--- src/core/hsw_defines.svh ---
// Purpose: shared constants of the host serial port and report link
// Assumes: 20 MHz system clock
// Notes:   counts derive from the times beside them
`ifndef HSW_DEFINES_SVH
`define HSW_DEFINES_SVH

// ==========================================================
// timing
`define HSW_CLK_MHZ      20
`define HSW_REPORT_US    10000
`define HSW_BAUD         115200
`define HSW_BIT_CYCLES   ((`HSW_CLK_MHZ * 1000000) / `HSW_BAUD)
`define HSW_SCLK_HALF    8
`define HSW_STRAP_WAIT   2'h3

// ==========================================================
// report layout
`define HSW_RPT_HEADER   8'hAA
`define HSW_RPT_LAST     5'h12
`define HSW_RPT_SUM_LO   5'h02
`define HSW_RPT_WORD_LO  5'h03
`define HSW_RPT_WORD_HI  5'h0E

// ==========================================================
// synchroniser slots of the device pins
`define HSW_PIN_SCLK     0
`define HSW_PIN_CS       1
`define HSW_PIN_MOSI     2
`define HSW_PIN_WAKE     3
`define HSW_PIN_PHI      4
`define HSW_PIN_BOOT     5
`define HSW_PIN_COUNT    6

`endif

--- src/core/hsw_pkg.sv ---
// Purpose: types shared by both ends
// Assumes: nothing
// Notes:   constants live in hsw_defines.svh
package hsw_pkg;
	typedef logic [5:0][15:0] hsw_words_t;
	typedef enum logic [3:0] {
		HSW_U_IDLE  = 4'h1,
		HSW_U_START = 4'h2,
		HSW_U_DATA  = 4'h4,
		HSW_U_STOP  = 4'h8
	} hsw_uart_e;
	typedef enum logic [6:0] {
		HSW_H_IDLE = 7'h01,
		HSW_H_WAKE = 7'h02,
		HSW_H_LEAD = 7'h04,
		HSW_H_LOW  = 7'h08,
		HSW_H_HIGH = 7'h10,
		HSW_H_TAIL = 7'h20,
		HSW_H_GAP  = 7'h40
	} hsw_host_e;
endpackage

--- src/core/hsw_link_if.sv ---
// Purpose: pins between the host and the device
// Assumes: every pin is one-way
// Notes:   no clocking block; the bench joins both ends here
`timescale 1ns/1ps
interface hsw_link_if;
	logic sclk;
	logic cs_n;
	logic mosi;
	logic miso;
	logic host_attention_irq_n;
	logic proto_select_hi;
	logic proto_select_lo_wake_n;
	logic boot_select_n;
	logic uart_tx;

	modport device (
		input  sclk, cs_n, mosi, proto_select_hi, proto_select_lo_wake_n, boot_select_n,
		output miso, host_attention_irq_n, uart_tx
	);
	modport host (
		output sclk, cs_n, mosi, proto_select_hi, proto_select_lo_wake_n, boot_select_n,
		input  miso, host_attention_irq_n, uart_tx
	);
endinterface

--- src/core/hsw_device.sv ---
// Purpose: device end: serial slave port with wake/attention, and report UART
// Assumes: link pins are asynchronous to clk_sys_in and pass two flip-flops
// Notes:   straps are caught a few cycles after reset release
// Operation
// - host holds both straps high for serial mode
// - upper low, lower high selects report UART
// - low boot select at reset enters boot-loader
// - attention output is active low
// - clock idles high, capture on rising edge
// - bytes of eight bits, MSB first
// - any number of bytes per select
// - host clocks, device shifts both ways
// - lower strap becomes wake input after reset
// - host pulls wake low, awaits attention
// - wake low leaves sleep, raises attention
// - chip select releases attention at once
// - one report every 10 ms
// - UART idle high, 8N1, LSB first
// - 19-byte report in fixed field order
// - index counts up per report, wraps
// - angles signed, 0.01 degree steps
// - accelerations signed, in milli-g
// - three reserved bytes sent as zero
// - checksum sums all bytes but header
`timescale 1ns/1ps
`include "hsw_defines.svh"
module hsw_device #(
	parameter int REPORT_CYCLES = `HSW_REPORT_US * `HSW_CLK_MHZ
) (
	// system
	input  wire logic              clk_sys_in,
	input  wire logic              arst_n_in,
	input  wire logic              ce_in,
	// link pins
	hsw_link_if.device             link,
	// serial port data
	input  wire logic [7:0]        spi_tx_data_in,
	output logic                   spi_tx_taken_out,
	output logic [7:0]             spi_rx_data_out,
	output logic                   spi_rx_valid_out,
	// service and power
	input  wire logic              need_service_in,
	input  wire logic              sleep_req_in,
	// report values: yaw, pitch, roll, accel x, y, z
	input  wire hsw_pkg::hsw_words_t report_words_in,
	// mode status
	output logic                   spi_mode_out,
	output logic                   report_mode_out,
	output logic                   bootloader_out,
	output logic                   asleep_out
);

	// ==========================================================
	// pin synchronisers
	logic [`HSW_PIN_COUNT-1:0] pin_raw;
	logic [`HSW_PIN_COUNT-1:0] pin_s1;
	logic [`HSW_PIN_COUNT-1:0] pin_s2;
	logic [`HSW_PIN_COUNT-1:0] pin_s3;

	assign pin_raw = {link.boot_select_n, link.proto_select_hi, link.proto_select_lo_wake_n,
		link.mosi, link.cs_n, link.sclk};

	genvar gi;
	generate
		for (gi = 0; gi < `HSW_PIN_COUNT; gi++) begin : g_sync
			always_ff @(posedge clk_sys_in or negedge arst_n_in) begin
				if (!arst_n_in) begin
					pin_s1[gi] <= 1'b1;
					pin_s2[gi] <= 1'b1;
					pin_s3[gi] <= 1'b1;
				end else if (ce_in) begin
					pin_s1[gi] <= pin_raw[gi];
					pin_s2[gi] <= pin_s1[gi];
					pin_s3[gi] <= pin_s2[gi];
				end
			end
		end
	endgenerate

	wire sclk_rise = pin_s2[`HSW_PIN_SCLK] & ~pin_s3[`HSW_PIN_SCLK];
	wire sclk_fall = ~pin_s2[`HSW_PIN_SCLK] & pin_s3[`HSW_PIN_SCLK];
	wire cs_active = ~pin_s2[`HSW_PIN_CS];
	wire cs_fall   = ~pin_s2[`HSW_PIN_CS] & pin_s3[`HSW_PIN_CS];
	wire wake_fall = ~pin_s2[`HSW_PIN_WAKE] & pin_s3[`HSW_PIN_WAKE];
	wire mosi_bit  = pin_s2[`HSW_PIN_MOSI];

	// ==========================================================
	// strap capture after reset release
	logic [1:0] strap_cnt;
	logic       strap_done;
	logic       first_attn;
	wire        strap_take = ~strap_done & (strap_cnt == `HSW_STRAP_WAIT);
	wire        strap_hi   = pin_s2[`HSW_PIN_PHI];
	wire        strap_lo   = pin_s2[`HSW_PIN_WAKE];

	always_ff @(posedge clk_sys_in or negedge arst_n_in) begin
		if (!arst_n_in) begin
			strap_cnt       <= 2'h0;
			strap_done      <= 1'b0;
			first_attn      <= 1'b0;
			spi_mode_out    <= 1'b0;
			report_mode_out <= 1'b0;
			bootloader_out  <= 1'b0;
		end else if (ce_in) begin
			first_attn <= strap_take & strap_hi & strap_lo;
			if (!strap_done) begin
				strap_cnt <= strap_cnt + 2'h1;
			end
			if (strap_take) begin
				strap_done      <= 1'b1;
				spi_mode_out    <= strap_hi & strap_lo;
				report_mode_out <= ~strap_hi & strap_lo;
				bootloader_out  <= ~pin_s2[`HSW_PIN_BOOT];
			end
		end
	end

	// ==========================================================
	// attention and sleep
	logic need_prev;
	logic attn_n;
	wire  wake_ev = spi_mode_out & wake_fall;
	wire  attn_set = first_attn | wake_ev | (spi_mode_out & need_service_in & ~need_prev);
	wire  attn_clr = spi_mode_out & cs_fall;

	always_ff @(posedge clk_sys_in or negedge arst_n_in) begin
		if (!arst_n_in) begin
			need_prev  <= 1'b0;
			attn_n     <= 1'b1;
			asleep_out <= 1'b0;
		end else if (ce_in) begin
			need_prev <= need_service_in;
			if (attn_set) begin
				attn_n <= 1'b0;
			end else if (attn_clr) begin
				attn_n <= 1'b1;
			end
			if (wake_ev) begin
				asleep_out <= 1'b0;
			end else if (sleep_req_in & spi_mode_out) begin
				asleep_out <= 1'b1;
			end
		end
	end

	assign link.host_attention_irq_n = attn_n;

	// ==========================================================
	// serial slave shifter
	logic [2:0] bit_cnt;
	logic [7:0] rx_sh;
	logic [7:0] tx_sh;
	logic       miso_q;
	wire        spi_on    = spi_mode_out & cs_active;
	wire        byte_load = spi_on & sclk_fall & (bit_cnt == 3'h0);

	always_ff @(posedge clk_sys_in or negedge arst_n_in) begin
		if (!arst_n_in) begin
			bit_cnt          <= 3'h0;
			rx_sh            <= 8'h00;
			tx_sh            <= 8'h00;
			miso_q           <= 1'b1;
			spi_rx_data_out  <= 8'h00;
			spi_rx_valid_out <= 1'b0;
			spi_tx_taken_out <= 1'b0;
		end else if (ce_in) begin
			spi_rx_valid_out <= 1'b0;
			spi_tx_taken_out <= byte_load;
			if (!spi_on) begin
				bit_cnt <= 3'h0;
			end else if (sclk_rise) begin
				rx_sh   <= {rx_sh[6:0], mosi_bit};
				bit_cnt <= bit_cnt + 3'h1;
				if (bit_cnt == 3'h7) begin
					spi_rx_data_out  <= {rx_sh[6:0], mosi_bit};
					spi_rx_valid_out <= 1'b1;
				end
			end
			if (byte_load) begin
				miso_q <= spi_tx_data_in[7];
				tx_sh  <= {spi_tx_data_in[6:0], 1'b0};
			end else if (spi_on & sclk_fall) begin
				miso_q <= tx_sh[7];
				tx_sh  <= {tx_sh[6:0], 1'b0};
			end
		end
	end

	assign link.miso = miso_q;

	// ==========================================================
	// report assembly
	function automatic logic [7:0] rpt_byte(
		input logic [4:0]          idx,
		input hsw_pkg::hsw_words_t w,
		input logic [7:0]          seq,
		input logic [7:0]          sum
	);
		logic [4:0] off;
		off = idx - `HSW_RPT_WORD_LO;
		if (idx < `HSW_RPT_SUM_LO) begin
			rpt_byte = `HSW_RPT_HEADER;
		end else if (idx == `HSW_RPT_SUM_LO) begin
			rpt_byte = seq;
		end else if (idx <= `HSW_RPT_WORD_HI) begin
			rpt_byte = off[0] ? w[off[3:1]][15:8] : w[off[3:1]][7:0];
		end else if (idx < `HSW_RPT_LAST) begin
			rpt_byte = 8'h00;
		end else begin
			rpt_byte = sum;
		end
	endfunction

	logic [31:0]         rpt_timer;
	logic                rpt_busy;
	logic [4:0]          byte_idx;
	logic [7:0]          seq_idx;
	logic [7:0]          csum;
	hsw_pkg::hsw_words_t snap;
	hsw_pkg::hsw_uart_e  ut_state;
	logic [15:0]         baud_cnt;
	logic [2:0]          ut_bit;
	logic [7:0]          ut_sh;
	logic                tx_q;

	wire       rpt_due   = rpt_timer == 32'(REPORT_CYCLES - 1);
	wire       rpt_on    = report_mode_out & ~bootloader_out;
	wire       byte_next = rpt_busy & (ut_state == hsw_pkg::HSW_U_IDLE);
	wire [7:0] cur_byte  = rpt_byte(byte_idx, snap, seq_idx, csum);
	wire       in_sum    = (byte_idx >= `HSW_RPT_SUM_LO) & (byte_idx < `HSW_RPT_LAST);
	wire       bit_end   = baud_cnt == 16'(`HSW_BIT_CYCLES - 1);

	always_ff @(posedge clk_sys_in or negedge arst_n_in) begin
		if (!arst_n_in) begin
			rpt_timer <= 32'h0;
			rpt_busy  <= 1'b0;
			byte_idx  <= 5'h00;
			seq_idx   <= 8'h00;
			csum      <= 8'h00;
			snap      <= '0;
		end else if (ce_in) begin
			rpt_timer <= (rpt_due | ~rpt_on) ? 32'h0 : rpt_timer + 32'h1;
			if (rpt_on & rpt_due & ~rpt_busy) begin
				rpt_busy <= 1'b1;
				byte_idx <= 5'h00;
				csum     <= 8'h00;
				snap     <= report_words_in;
			end else if (byte_next) begin
				csum     <= in_sum ? csum + cur_byte : csum;
				byte_idx <= byte_idx + 5'h01;
				if (byte_idx == `HSW_RPT_LAST) begin
					rpt_busy <= 1'b0;
					seq_idx  <= seq_idx + 8'h01;
				end
			end
		end
	end

	// ==========================================================
	// UART transmitter
	always_ff @(posedge clk_sys_in or negedge arst_n_in) begin
		if (!arst_n_in) begin
			ut_state <= hsw_pkg::HSW_U_IDLE;
			baud_cnt <= 16'h0000;
			ut_bit   <= 3'h0;
			ut_sh    <= 8'h00;
			tx_q     <= 1'b1;
		end else if (ce_in) begin
			baud_cnt <= bit_end ? 16'h0000 : baud_cnt + 16'h0001;
			case (ut_state)
				hsw_pkg::HSW_U_IDLE: begin
					tx_q     <= 1'b1;
					baud_cnt <= 16'h0000;
					if (byte_next) begin
						ut_sh    <= cur_byte;
						tx_q     <= 1'b0;
						ut_state <= hsw_pkg::HSW_U_START;
					end
				end
				hsw_pkg::HSW_U_START: begin
					if (bit_end) begin
						tx_q     <= ut_sh[0];
						ut_sh    <= {1'b0, ut_sh[7:1]};
						ut_bit   <= 3'h0;
						ut_state <= hsw_pkg::HSW_U_DATA;
					end
				end
				hsw_pkg::HSW_U_DATA: begin
					if (bit_end) begin
						ut_bit <= ut_bit + 3'h1;
						tx_q   <= (ut_bit == 3'h7) ? 1'b1 : ut_sh[0];
						ut_sh  <= {1'b0, ut_sh[7:1]};
						if (ut_bit == 3'h7) begin
							ut_state <= hsw_pkg::HSW_U_STOP;
						end
					end
				end
				hsw_pkg::HSW_U_STOP: begin
					if (bit_end) begin
						ut_state <= hsw_pkg::HSW_U_IDLE;
					end
				end
				default: begin
					ut_state <= hsw_pkg::HSW_U_IDLE;
				end
			endcase
		end
	end

	assign link.uart_tx = tx_q;

endmodule

--- src/flat_wrapper.sv ---
// flat-port wrapper written by rule: the top's interface ports become plain ports
module hsw_device_flat 
#(
	parameter int REPORT_CYCLES = `HSW_REPORT_US * `HSW_CLK_MHZ
)
  (clk_sys_in, arst_n_in, ce_in, spi_tx_data_in, spi_tx_taken_out, spi_rx_data_out, spi_rx_valid_out, need_service_in, sleep_req_in, report_words_in, spi_mode_out, report_mode_out, bootloader_out, asleep_out, link_sclk, link_cs_n, link_mosi, link_proto_select_hi, link_proto_select_lo_wake_n, link_boot_select_n, link_miso, link_host_attention_irq_n, link_uart_tx);
  hsw_link_if link_i ();
  input  wire logic clk_sys_in;
  input  wire logic arst_n_in;
  input  wire logic ce_in;
  input  wire logic [7:0] spi_tx_data_in;
  output logic spi_tx_taken_out;
  output logic [7:0] spi_rx_data_out;
  output logic spi_rx_valid_out;
  input  wire logic need_service_in;
  input  wire logic sleep_req_in;
  input  wire hsw_pkg::hsw_words_t report_words_in;
  output logic spi_mode_out;
  output logic report_mode_out;
  output logic bootloader_out;
  output logic asleep_out;
  input wire logic [$bits(link_i.sclk)-1:0] link_sclk;
  input wire logic [$bits(link_i.cs_n)-1:0] link_cs_n;
  input wire logic [$bits(link_i.mosi)-1:0] link_mosi;
  input wire logic [$bits(link_i.proto_select_hi)-1:0] link_proto_select_hi;
  input wire logic [$bits(link_i.proto_select_lo_wake_n)-1:0] link_proto_select_lo_wake_n;
  input wire logic [$bits(link_i.boot_select_n)-1:0] link_boot_select_n;
  output wire logic [$bits(link_i.miso)-1:0] link_miso;
  output wire logic [$bits(link_i.host_attention_irq_n)-1:0] link_host_attention_irq_n;
  output wire logic [$bits(link_i.uart_tx)-1:0] link_uart_tx;
  assign link_i.sclk = link_sclk;
  assign link_i.cs_n = link_cs_n;
  assign link_i.mosi = link_mosi;
  assign link_i.proto_select_hi = link_proto_select_hi;
  assign link_i.proto_select_lo_wake_n = link_proto_select_lo_wake_n;
  assign link_i.boot_select_n = link_boot_select_n;
  assign link_miso = link_i.miso;
  assign link_host_attention_irq_n = link_i.host_attention_irq_n;
  assign link_uart_tx = link_i.uart_tx;
  hsw_device #(.REPORT_CYCLES(REPORT_CYCLES)) u_core (.clk_sys_in(clk_sys_in), .arst_n_in(arst_n_in), .ce_in(ce_in), .link(link_i), .spi_tx_data_in(spi_tx_data_in), .spi_tx_taken_out(spi_tx_taken_out), .spi_rx_data_out(spi_rx_data_out), .spi_rx_valid_out(spi_rx_valid_out), .need_service_in(need_service_in), .sleep_req_in(sleep_req_in), .report_words_in(report_words_in), .spi_mode_out(spi_mode_out), .report_mode_out(report_mode_out), .bootloader_out(bootloader_out), .asleep_out(asleep_out));
endmodule
--- config.mk ---
export PLATFORM = sky130hd
export DESIGN_NAME = hsw_device_flat
export DESIGN_NICKNAME = d
export VERILOG_FILES = /design/src/core/hsw_pkg.sv /design/src/core/hsw_link_if.sv /design/src/core/hsw_device.sv /design/src/flat_wrapper.sv
export VERILOG_INCLUDE_DIRS = /design/src /design/src/core
export SDC_FILE = /design/constraint.sdc
export NUM_CORES = 1
export LEC_CHECK = 0
export ABC_AREA = 1
export BUFFER_PORTS_ARGS = -buffer_cell sky130_fd_sc_hd__clkbuf_2
export CELL_PAD_IN_SITES_DETAIL_PLACEMENT = 1
export CELL_PAD_IN_SITES_GLOBAL_PLACEMENT = 2
export CORE_MARGIN = 3
export CORE_UTILIZATION = 39
export CTS_BUF_LIST = sky130_fd_sc_hd__clkbuf_8
export CTS_CLUSTER_DIAMETER = 100
export DETAILED_ROUTE_END_ITERATION = 8
export GPL_ROUTABILITY_DRIVEN = 0
export GPL_TIMING_DRIVEN = 0
export HOLD_SLACK_MARGIN = 0.08
export PLACE_DENSITY_LB_ADDON = 0.05
export SETUP_SLACK_MARGIN = 0.02
export SYNTH_ARGS = -nofsm -noshare
export SYNTH_HDL_FRONTEND = slang
export SYNTH_SLANG_ARGS = --single-unit
--- constraint.sdc ---
create_clock -name clk_sys_in -period 7.7 [get_ports clk_sys_in]
set_input_delay 0 -clock clk_sys_in [delete_from_list [all_inputs] [get_ports clk_sys_in]]
set_output_delay 0 -clock clk_sys_in [all_outputs]
set_load 0.01 [all_outputs]
# --- Word-level counts from Yosys, hierarchy flattened ---
# Cells that the tools add are included.
totals:
  input_bits: 115
  ff_bits: 236
  elab_cells: 192
  output_inout_bits: 17
op_classes:
  reduce_logical: 28
  addsub: 9
  mux: 48
  magnitude_cmp: 5
  n_bitwise: 37
  eq_ne: 18
op_table:
  columns: ["cell", "count"]
  rows:
  - ["8-bit 2-to-1 mux", 12]
  - ["16-bit binary-select mux with 3-bit select", 1]
  - ["16-bit 2-to-1 mux", 3]
  - ["32-bit by 1-bit adder with 32-bit output (second input constant)", 1]
  - ["32-bit by 18-bit equality test with 1-bit output (second input constant)", 1]
  - ["32-bit 2-to-1 mux", 1]
  - ["1-bit AND", 22]
  - ["4-bit 2-to-1 mux", 5]
  - ["4-bit AND reduction", 5]
  - ["16-bit by 1-bit adder with 16-bit output (second input constant)", 1]
  - ["16-bit by 8-bit equality test with 1-bit output (second input constant)", 1]
  - ["1-bit 2-to-1 mux", 16]
  - ["4-bit one-hot mux with 4 select lines", 1]
  - ["8-bit one-hot mux with 2 select lines", 1]
  - ["2-bit AND reduction", 8]
  - ["2-bit nonzero test", 8]
  - ["2-bit by 1-bit inequality test with 1-bit output (second input constant)", 7]
  - ["3-bit 2-to-1 mux", 4]
  - ["1-bit inverter", 12]
  - ["5-bit 2-to-1 mux", 2]
  - ["3-bit AND reduction", 3]
  - ["8-bit by 1-bit adder with 8-bit output (second input constant)", 1]
  - ["8-bit adder", 1]
  - ["3-bit by 1-bit adder with 3-bit output (second input constant)", 2]
  - ["other kinds (23)", 26]

# --- Depth between registers and ports, before layout ---
# Gate-level depths: netlist (run 1).
logic_depth:
  word_depth: 11
  ltp_mapped: 28

# --- Least setup slack after synthesis (run 1) ---
# OpenSTA, ideal clock, no wires.
synth_timing:
  path_type: "register -> register"
  start: "register u_core.byte_idx[0]"
  end: "register u_core.csum[6]"
  path_stages_with_launch: 28
  t_required_ns: 7.572
  setup_ns: 0.128
  slack_ns: 4.061
  t_arrival_ns: 3.511
  synth_period_minus_slack_ns: 3.639
  n_path_buf: 5
  cell_sequence: "dfrtp_1 -> buf_2 -> inv_1 -> clkbuf_1 -> ha_1 -> buf_2 -> inv_1 -> buf_4 -> buf_4 -> nor2_1 -> o21ai_0 -> nand3_1 -> nand3_1 -> nand3_1 -> nand2_1 -> nand3b_1 -> inv_1 -> ha_1 -> inv_1 -> fa_1 -> inv_1 -> a21oi_1 -> o21ai_0 -> nand2_1 -> nand2_1 -> a21oi_1 -> xor2_1 -> o22ai_1"
synth_between:
  elab_chain_cells: 11
synth_lines:
  columns: ["item", "line", "text"]
  rows:
  - ["start, declared", "hsw_device.sv:216", "logic [4:0] byte_idx;"]
  - ["start signal, assigned", "hsw_device.sv:250", "byte_idx <= byte_idx + 5'h01;"]
  - ["4-bit by 2-bit subtractor with 4-bit output (no line)", null, null]
  - ["16-bit binary-select mux with 3-bit select", "hsw_device.sv:206", "rpt_byte = off[0] ? w[off[3:1]][15:8] : w[off[3:1]][7:0];"]
  - ["16-bit 2-to-1 mux (implied by the code)", "hsw_device.sv:206", null]
  - ["8-bit 2-to-1 mux", "hsw_device.sv:206", null]
  - ["8-bit 2-to-1 mux", "hsw_device.sv:205", "end else if (idx <= `HSW_RPT_WORD_HI) begin"]
  - ["8-bit 2-to-1 mux", "hsw_device.sv:203", "end else if (idx == `HSW_RPT_SUM_LO) begin"]
  - ["8-bit 2-to-1 mux", "hsw_device.sv:201", "if (idx < `HSW_RPT_SUM_LO) begin"]
  - ["8-bit adder", "hsw_device.sv:249", "csum <= in_sum ? csum + cur_byte : csum;"]
  - ["8-bit 2-to-1 mux", "hsw_device.sv:249", null]
  - ["8-bit 2-to-1 mux", "hsw_device.sv:248", "end else if (byte_next) begin"]
  - ["8-bit 2-to-1 mux", "hsw_device.sv:243", "if (rpt_on & rpt_due & ~rpt_busy) begin"]
  - ["end signal, assigned", "hsw_device.sv:249", null]
  - ["end, declared", "hsw_device.sv:218", "logic [7:0] csum;"]
# Several ways; a longest one is shown, not always the timed one. The select of a mux whose other input is x is not followed.
# A chain may end at the register's enable or synchronous reset.

# --- Worst setup path after layout (run 1) ---
# Same ends and word-level chain as after synthesis.

==> results of run 1 <==
worst reg2reg max path, cell delays in order, from the launching register on:
cell      delay [ps]
dfrtp_1          360
buf_2            240
inv_1            150
clkbuf_1         260
ha_1             370
buf_2            150
clkbuf_1         540
nor2_1           100
o21ai_0          340
nand3_1          210
nand3_1          110
nand3_1           90
nand2_1          110
nand3b_1         130
inv_1             80
ha_1             170
inv_1             60
fa_1             410
inv_1             70
a21oi_1           50
o21ai_0          250
nand2_1           90
nand2_1           80
a21oi_1           70
xor2_1           140
o22ai_1          130
synthesized netlist by cell type (5+ instances only):
cell	instances	share of area, %
nor3_2	5	0.41
nor2_1	123	3.7
dfstp_2	19	4.1
o21ai_1	60	2.4
xor2_1	27	1.9
a21oi_1	31	1.3
o21ai_2	30	2.1
a31oi_1	6	0.30
ha_1	19	1.9
nand3_1	86	3.5
buf_2	12	0.49
clkbuf_1	22	0.67
buf_4	9	0.55
inv_1	238	7.2
nor3_1	34	1.4
nor4_1	9	0.46
o22ai_1	14	0.71
dfrtp_1	216	44
nand2_1	434	13
o21ai_0	98	4.0
nand4_1	21	1.1
buf_6	13	1.2
per-layer routing:
metal | part of all wire (%) | vias up | GRT usage (%)
met2 | 49 | 200 | 42.3
met1 | 45 | 5520 | 30.5
li1 | - | 5599 | -
met3 | 3.3 | 68 | 2.97
met4 | 2.6 | 0 | 6.80
met5 | 0 | - | 0
registers in the layout (all words and copies together) (netlist names), 5 cells and up:
signal and count:
u_core.ut_sh 8, u_core.rx_sh 7, u_core.snap 96, u_core.byte_idx 5
u_core.rpt_timer 32, u_core.spi_rx_data_out 8, u_core.tx_sh 7, u_core.seq_idx 8
u_core.pin_s1 6, u_core.baud_cnt 16, u_core.csum 8
cell usage in the layout (no fill, tap or decap), types with 34 or more instances in the layout:
cell type / synthesis / routed
clkbuf_2: 0 / 129
nor2_1: 123 / 123
o21ai_1: 60 / 60
nor3_1: 34 / 34
nand3_1: 86 / 86
inv_1: 238 / 258
o21ai_0: 98 / 98
dlygate4sd3_1: 0 / 115
dfrtp_1: 216 / 216
nand2_1: 434 / 434
clkbuf_8: 0 / 54
final cells by class:
class,instances,area [µm²]
Clock inverter,25,108
Timing Repair Buffer,248,1890
Clock buffer,53,729
Buffer,57,360
Sequential cell,235,5900
Multi-Input combinational cell,1043,5150
Inverter,243,912
Fill cell,3810,15300
Tap cell,396,495
final timing paths:
check / start / endpoint / slack [ps] / cells after the start
max: u_core.byte_idx[0]$_DFFE_PN0P_ / u_core.csum[6]$_DFFE_PN0P_ / 2830 / 25
min: link_mosi / u_core.pin_s1[2]$_DFFE_PN1P_ / 190 / 4
max reg2reg: u_core.byte_idx[0]$_DFFE_PN0P_ / u_core.csum[6]$_DFFE_PN0P_ / 2830 / 25
min reg2reg: u_core.pin_s1[0]$_DFFE_PN1P_ / u_core.pin_s1[0]$_DFFE_PN1P_ / 470 / 2
max in group asynchronous: arst_n_in / u_core.seq_idx[1]$_DFFE_PN0P_ / 6540 / 4
min in group asynchronous: arst_n_in / u_core.pin_s1[5]$_DFFE_PN1P_ / 630 / 3
where the power goes:
group / switching [mW] / internal, mW / total [mW] / leakage [nW]
combinational: 1.18 / 0.580 / 1.76 / 4.40
clock: 0.551 / 0.620 / 1.17 / 0.496
sequential: 0.105 / 1.40 / 1.51 / 3.11
cell families after synthesis:
logic type / synth area share (%)
simple gates: 25.9
buf+inv: 10.3
compound gates: 11.6
flops: 47.9
xor+xnor: 1.92
fa+ha+maj: 2.09
mux: 0.274
per-stage QoR:
stage / hold WS, ps / instance area (µm²) / util, %
2_1_floorplan: -296 / 12300 / -
3_3_place_gp: 207 / 13500 / 43.7
3_5_place_dp: 35.3 / 13500 / 43.9
4_1_cts: 165 / 15500 / 50.4
5_1_grt: 199 / 15500 / 50.4
6_report: 191 / 15500 / 50.4
what timing repair did:
item	in CTS	in global routing
resized for setup	0	0
hold buffers	116	0
hold endpoints to repair	344	0
==> impl_metrics.json, run 1 <==
{
  "skew_ps": 12.9,
  "syn_avg_cell_area_um2": 7.81,
  "die_h_um": 184,
  "drt_iter0_markers": 453,
  "fin_crit_ps": 4870,
  "postCtsSetupBuffers": 0,
  "wire_per_inst_um": 17.0,
  "ant_nets": 0,
  "place_ws_ps": 2870,
  "syn_to_final_growth_pct": 26.2,
  "maxCapViolations": 0,
  "synth_edf_count": 0,
  "hold_class": "input port to flop",
  "cpPeakStageDelay_ps": 540,
  "setup-tns-final_ps": 0,
  "synth-seq-area-share_pct": 47.9,
  "power.leakage_nw": 8.00,
  "setup_ws_ps": 2830,
  "antenna_found_initial": 0,
  "path_class": "flop to flop",
  "finalSetupViolCount": 0,
  "end_kind": "flop",
  "yosys_register_bits": 235,
  "hold_violations": 0,
  "drv_slew": 0,
  "arrival_ps": 5330,
  "coreArea_mm2": 0.0308,
  "track_usage_pct": 23.7,
  "die_area_mm2": 0.0338,
  "rsz0062_at_grt": "no",
  "synth_area_mm2": 0.0123,
  "dp_hpwl_um": 27300,
  "numClockSinks": 235,
  "synth.distinct_cells": 49,
  "power.density_mw_per_mm2": 286,
  "synth_cells": 1578,
  "startpoint_type": "flop",
  "syn_nets": 1713,
  "diodes": 0,
  "cp_data_required_time_ps": 8160,
  "numPortBuffers": 130,
  "start_util_pct": 40.0,
  "async_reset_ff_share_pct": 100,
  "clkLatencyLatePin_ps": 560,
  "critPathSlowestCell": "clkbuf_1",
  "route.vias.total": 11400,
  "tritoncts": "yes",
  "final_cells": 2300,
  "max_slew_margin_pct": 54.6,
  "vias_per_cell": 4.95,
  "status": "complete, no violations",
  "htree_num_levels": 2,
  "grt_pass1_vias": 12400,
  "numCtsBuffers": 43,
  "clockBufferDepth": 3,
  "grt_pass1_wl_um": 64400,
  "yosysWarnings": 0,
  "boundaryPins": 132,
  "drc": 0,
  "firstDrtPassIters": 5,
  "irDropWorstVdd_v": 0.000181,
  "period_share_pct": 63.3,
  "path_clk_slew_ps": 60,
  "finalPower_mw": 4.44,
  "cp_common_cell": "inv_1",
  "ys.flop_type": "dfrtp_1",
  "dp.cells": 2106,
  "cpLargestDelayFamily": "buffers and inverters",
  "max_freq_mhz": 205,
  "die_x_um": 184,
  "nets": 2006,
  "drt_wl_total_um": 39200,
  "worst-slew-pin-transition_ps": 681,
  "rows": 64,
  "grt_max_degree": 91,
  "cp_max_fo": 10,
  "crit_buf_inv": 8,
  "grt.overflow.total": 0,
  "drive_above_1_share_pct": 16.3,
  "cts_root_buffer": "clkbuf_8"
}
Note: power is estimated with default switching activity, not from simulation.
==> run 2, diff against run 1 <==
- CORE_UTILIZATION: 39 -> 32
- clock period: 7.7 -> 4.2 ns (I/O delays scaled with it)
==> impl_metrics.json, run 2 (synthesized netlist as in run 1, its figures left out) <==
{
  "arrival_ps": 4380,
  "cp_max_fo": 10,
  "start_util_pct": 32.6,
  "max_slew_margin_pct": 58.7,
  "skew_ps": 24.9,
  "period_share_pct": 93.3,
  "maxCapViolations": 0,
  "htree_num_levels": 2,
  "holdWs_ps": 165,
  "final_area_mm2": 0.0159,
  "die_area_mm2": 0.0409,
  "cpLargestDelayFamily": "compound AO/OA/AOI/OAI gates",
  "regArea_mm2": 0.00590,
  "cp_data_required_time_ps": 4660,
  "dp_hpwl_um": 28900,
  "numCtsBuffers": 46,
  "syn_to_final_growth_pct": 29.2,
  "boundaryPins": 132,
  "grt.overflow.total": 0,
  "crit_buf_inv": 5,
  "path_cells": "buf_6, inv_2, clkbuf_8, ha_1, buf_2, buf_2, nor2_1, o21ai_0, nand3_1, nand3_1, nand3_1, a21oi_2, ha_1, a21oi_1, o21ai_2, nand2_1, nand2_1, a21oi_1, xor2_1, o22ai_1",
  "layout_common_cells": "434 x nand2_1, 249 x inv_1, 216 x dfrtp_1, 130 x clkbuf_2, 123 x nor2_1",
  "nets": 2017,
  "drive_above_1_share_pct": 17.7,
  "cpPeakStageDelay_ps": 390,
  "worst-slew-pin-transition_ps": 615,
  "top_register": "u_core.snap",
  "clkLatencyLatePin_ps": 610,
  "grt_max_degree": 88,
  "coreArea_mm2": 0.0378,
  "cp_common_cell": "nand3_1",
  "end_kind": "flop",
  "status": "complete, no violations",
  "post_dp_cell_area_mm2": 0.0137,
  "antenna_found_initial": 0,
  "power.leakage_nw": 8.11,
  "n_fill_cell": 4672,
  "grt_pass1_vias": 12400,
  "multiInputGateArea_mm2": 0.00516,
  "max_freq_mhz": 255,
  "drt_wl_total_um": 40800,
  "tritoncts": "yes",
  "die_h_um": 202,
  "numClockSinks": 235,
  "path_clk_slew_ps": 60,
  "path_class": "flop to flop",
  "drt_iter0_markers": 350,
  "diodes": 0,
  "cts_root_buffer": "clkbuf_8",
  "vias_per_cell": 4.63,
  "drv_slew": 0,
  "numPortBuffers": 130,
  "grt_pass1_wl_um": 67600,
  "largest_reg_flops": 96,
  "power.density_mw_per_mm2": 537,
  "ant_nets": 0,
  "rows": 71,
  "fin_crit_ps": 3920,
  "top_regs": "u_core.snap: 96 flops, u_core.rpt_timer: 32 flops, u_core.baud_cnt: 16 flops",
  "clockBufferDepth": 3,
  "route.vias.total": 11200,
  "die_x_um": 202,
  "hold_violations": 0,
  "final_common_cell": "nand2_1",
  "track_usage_pct": 20.6,
  "drc": 0,
  "critPathSlowestCell": "o21ai_0",
  "irDropWorstVdd_v": 0.000191,
  "firstDrtPassIters": 4,
  "wire_per_inst_um": 16.8,
  "hold_class": "input port to flop",
  "startpoint_type": "flop",
  "finalSetupViolCount": 0
}
## run 2: per-stage QoR
| stage | cells | total power, mW | setup TNS (ps) | utilization [%] | worst slack, ps |
|---|---|---|---|---|---|
| after global placement | 2219 | 5.92 | -482770 | 36.0 | -2230 |
| after global routing | 2428 | 9.30 | -4.77 | 42.1 | -4.77 |
| after detailed placement | 2221 | 5.99 | -2390 | 36.1 | -795 |
| after CTS | 2424 | 8.62 | 0 | 41.9 | 34.3 |
| after floorplan | 1578 | 4.86 | 0 | - | 561 |
| final | 2428 | 8.56 | 0 | 42.1 | 282 |
## run 2: worst min-delay path, cell delays in order
cell and delay, ps:
dlygate4sd3_1 530, clkbuf_2 100, inv_1 40, o21ai_1 60
## run 2: worst paths after layout
path	start	to	slack, ps	cells after the start
max	u_core.byte_idx[0]$_DFFE_PN0P_	u_core.csum[6]$_DFFE_PN0P_	280	20
min	report_words_in[43]	u_core.snap[43]$_DFFE_PN0P_	170	4
max reg2reg	u_core.byte_idx[0]$_DFFE_PN0P_	u_core.csum[6]$_DFFE_PN0P_	280	20
min reg2reg	u_core.seq_idx[7]$_DFFE_PN0P_	u_core.seq_idx[7]$_DFFE_PN0P_	470	1
max in group asynchronous	arst_n_in	u_core.link.uart_tx$_DFFE_PN1P_	3140	4
min in group asynchronous	arst_n_in	u_core.pin_s2[1]$_DFFE_PN1P_	560	3
## run 2: what timing repair did
| action | 4_1_cts | 5_1_grt |
|---|---|---|
| endpoints found under the hold margin | 360 | 0 |
| gates resized for setup | 17 | 16 |
| pin swaps | 2 | 1 |
| setup buffers | 2 | 4 |
| hold buffers | 118 | 0 |
| setup endpoints to repair | 7 | 4 |
## run 2: final cells by class
type / instances / area share (%)
Buffer: 57 / 2.54
Clock buffer: 61 / 5.27
Clock inverter: 22 / 0.660
Inverter: 243 / 5.73
Multi-Input combinational cell: 1043 / 32.4
Sequential cell: 235 / 37.1
Tap cell: 511 / 4.01
Timing Repair Buffer: 256 / 12.3
## run 2: power breakdown
part / internal (mW) / switching (mW)
Clock: 1.30 / 1.06
Combinational: 1.21 / 2.23
Sequential: 2.57 / 0.192
Total: 5.08 / 3.48
## run 2: metal layers
metal	vias to the layer above	global-route usage, %	part of all wire, %
met2	155	36.5	50
met5	-	0	0
li1	5615	-	-
met3	57	3.46	3.0
met4	0	5.15	2.1
met1	5419	26.2	45
==> run 3, diff against run 2 <==
- CELL_PAD_IN_SITES_DETAIL_PLACEMENT: 1 -> unset
- CELL_PAD_IN_SITES_GLOBAL_PLACEMENT: 2 -> unset
- CORE_UTILIZATION: 32 -> 55
==> impl_metrics.json, run 3 (synthesized netlist as in run 1, its figures left out) <==
{
  "status": "complete, no violations",
  "clockBufferDepth": 3,
  "drc": 0,
  "nets": 2005,
  "irDropWorstVdd_v": 0.000321,
  "end_kind": "flop",
  "numCtsBuffers": 41,
  "cp_data_required_time_ps": 4620,
  "route.vias.total": 11300,
  "firstDrtPassIters": 5,
  "max_slew_margin_pct": 59.5,
  "boundaryPins": 132,
  "die_area_mm2": 0.0242,
  "ant_nets": 0,
  "path_class": "flop to flop",
  "vias_per_cell": 5.19,
  "grt_max_degree": 103,
  "grt.overflow.total": 0,
  "period_share_pct": 92.8,
  "skew_ps": 21.4,
  "tritoncts": "yes",
  "hold_class": "input port to flop",
  "syn_to_final_growth_pct": 25.0,
  "rsz0062_at_grt": "no",
  "die_h_um": 156,
  "finalSetupViolCount": 0,
  "arrival_ps": 4320,
  "wire_per_inst_um": 15.2,
  "grt_pass1_wl_um": 55700,
  "clkLatencyLatePin_ps": 550,
  "hold_violations": 0,
  "fin_crit_ps": 3900,
  "track_usage_pct": 28.0,
  "numClockSinks": 235,
  "power.density_mw_per_mm2": 518,
  "drt_wl_total_um": 33000,
  "worst-slew-pin-transition_ps": 607,
  "holdWs_ps": 195,
  "rows": 54,
  "dp_hpwl_um": 22200,
  "startpoint_type": "flop",
  "final_common_cell": "nand2_1",
  "numPortBuffers": 130,
  "finalPower_mw": 7.98,
  "top_regs": "u_core.snap: 96 flops, u_core.rpt_timer: 32 flops, u_core.baud_cnt: 16 flops",
  "grt_pass1_vias": 11500,
  "maxCapViolations": 0,
  "drt_iter0_markers": 690,
  "top_register": "u_core.snap",
  "start_util_pct": 56.3,
  "drive_above_1_share_pct": 16.7,
  "path_clk_slew_ps": 70,
  "die_x_um": 156,
  "reg2reg_slack_ps": 300,
  "largest_reg_flops": 96,
  "coreArea_mm2": 0.0219,
  "drv_slew": 0,
  "cp_max_fo": 10,
  "max_freq_mhz": 256,
  "layout_common_cells": "434 x nand2_1, 249 x inv_1, 216 x dfrtp_1, 131 x clkbuf_2, 123 x nor2_1",
  "antenna_found_initial": 0,
  "power.leakage_nw": 7.99,
  "cts_root_buffer": "clkbuf_8",
  "diodes": 0,
  "htree_num_levels": 2
}
-- run 3: cell count changes in the layout (fill, tap and decap cells not counted), moves of 2 or more --
cell           before  now
o21ai_0            91   94
inv_6               0    2
o21ai_2            33   30
dlygate4sd3_1     117  115
buf_4              15    9
clkbuf_8           63   50
-- run 3: cell type report --
| cell class | instances | area [µm²] |
|---|---|---|
| fill | 1790 | 6480 |
| sequential | 235 | 5900 |
| multi-input combinational | 1043 | 5150 |
| timing repair buffer | 250 | 1910 |
| inverter | 243 | 912 |
| clock buffer | 49 | 674 |
| buffer | 56 | 385 |
| tap | 280 | 350 |
| clock inverter | 21 | 125 |
-- run 3: worst paths after layout --
check,start,end,depth (start not counted)
max reg2reg,u_core.byte_idx[0]$_DFFE_PN0P_,u_core.csum[6]$_DFFE_PN0P_,27
min,link_sclk,u_core.pin_s1[0]$_DFFE_PN1P_,4
max in group asynchronous,arst_n_in,u_core.ut_state[0]$_DFFE_PN1P_,4
min reg2reg,u_core.pin_s1[2]$_DFFE_PN1P_,u_core.pin_s1[2]$_DFFE_PN1P_,2
max,u_core.byte_idx[0]$_DFFE_PN0P_,u_core.csum[6]$_DFFE_PN0P_,27
min in group asynchronous,arst_n_in,u_core.pin_s1[2]$_DFFE_PN1P_,3
-- run 3: timing repair --
item                       CTS  global route
pin swaps                    0             2
hold buffers               116             0
hold endpoints to repair   352             0
setup endpoints to repair    2             5
resized for setup            4            15
buffers inserted             0             2
-- run 3: worst max-delay path, stage by stage (launching register included) --
cell and delay [ps]:
dfrtp_1 370, buf_6 150, inv_2 70, buf_6 140, ha_1 300, buf_2 150
inv_1 90, buf_6 160, buf_6 160, nor2_1 50, o21ai_1 140, nand3_1 160
nand3_1 100, nand3_1 70, nand2_1 80, nand3b_1 110, inv_1 80, ha_1 160
inv_1 50, fa_1 390, inv_1 80, a21oi_1 60, o21ai_1 190, nand2_1 70
nand2_1 70, a21oi_1 70, xor2_1 140, o22ai_1 80
-- run 3: power breakdown --
part	internal [mW]	switching, mW	total (mW)	leakage [nW]
sequential	2.57	0.191	2.76	3.11
combinational	1.12	2.03	3.14	4.42
clock	1.12	0.951	2.07	0.459
-- run 3: through the flow --
step           cells  utilization, %  worst slack, ps  setup TNS [ps]  area [µm²]
2_1_floorplan   1578               -              561               0       12300
3_3_place_gp    1988            60.9            -1710         -367210       13300
3_5_place_dp    1990            61.2             -204            -237       13400
4_1_cts         2175            70.2             33.4               0       15400
5_1_grt         2177            70.4             3.30               0       15400
6_report        2177            70.4              300               0       15400
-- run 3: per-layer routing --
metal  wire [µm]  part of all wire [%]  track usage, %  vias up
li1            -                     -               -     5586
met1       14100                    43            36.4     5246
met2       15800                    48            46.7      359
met3        1850                   5.6            4.36       97
met4        1330                   4.0            12.6        0
met5           0                     0               0        -
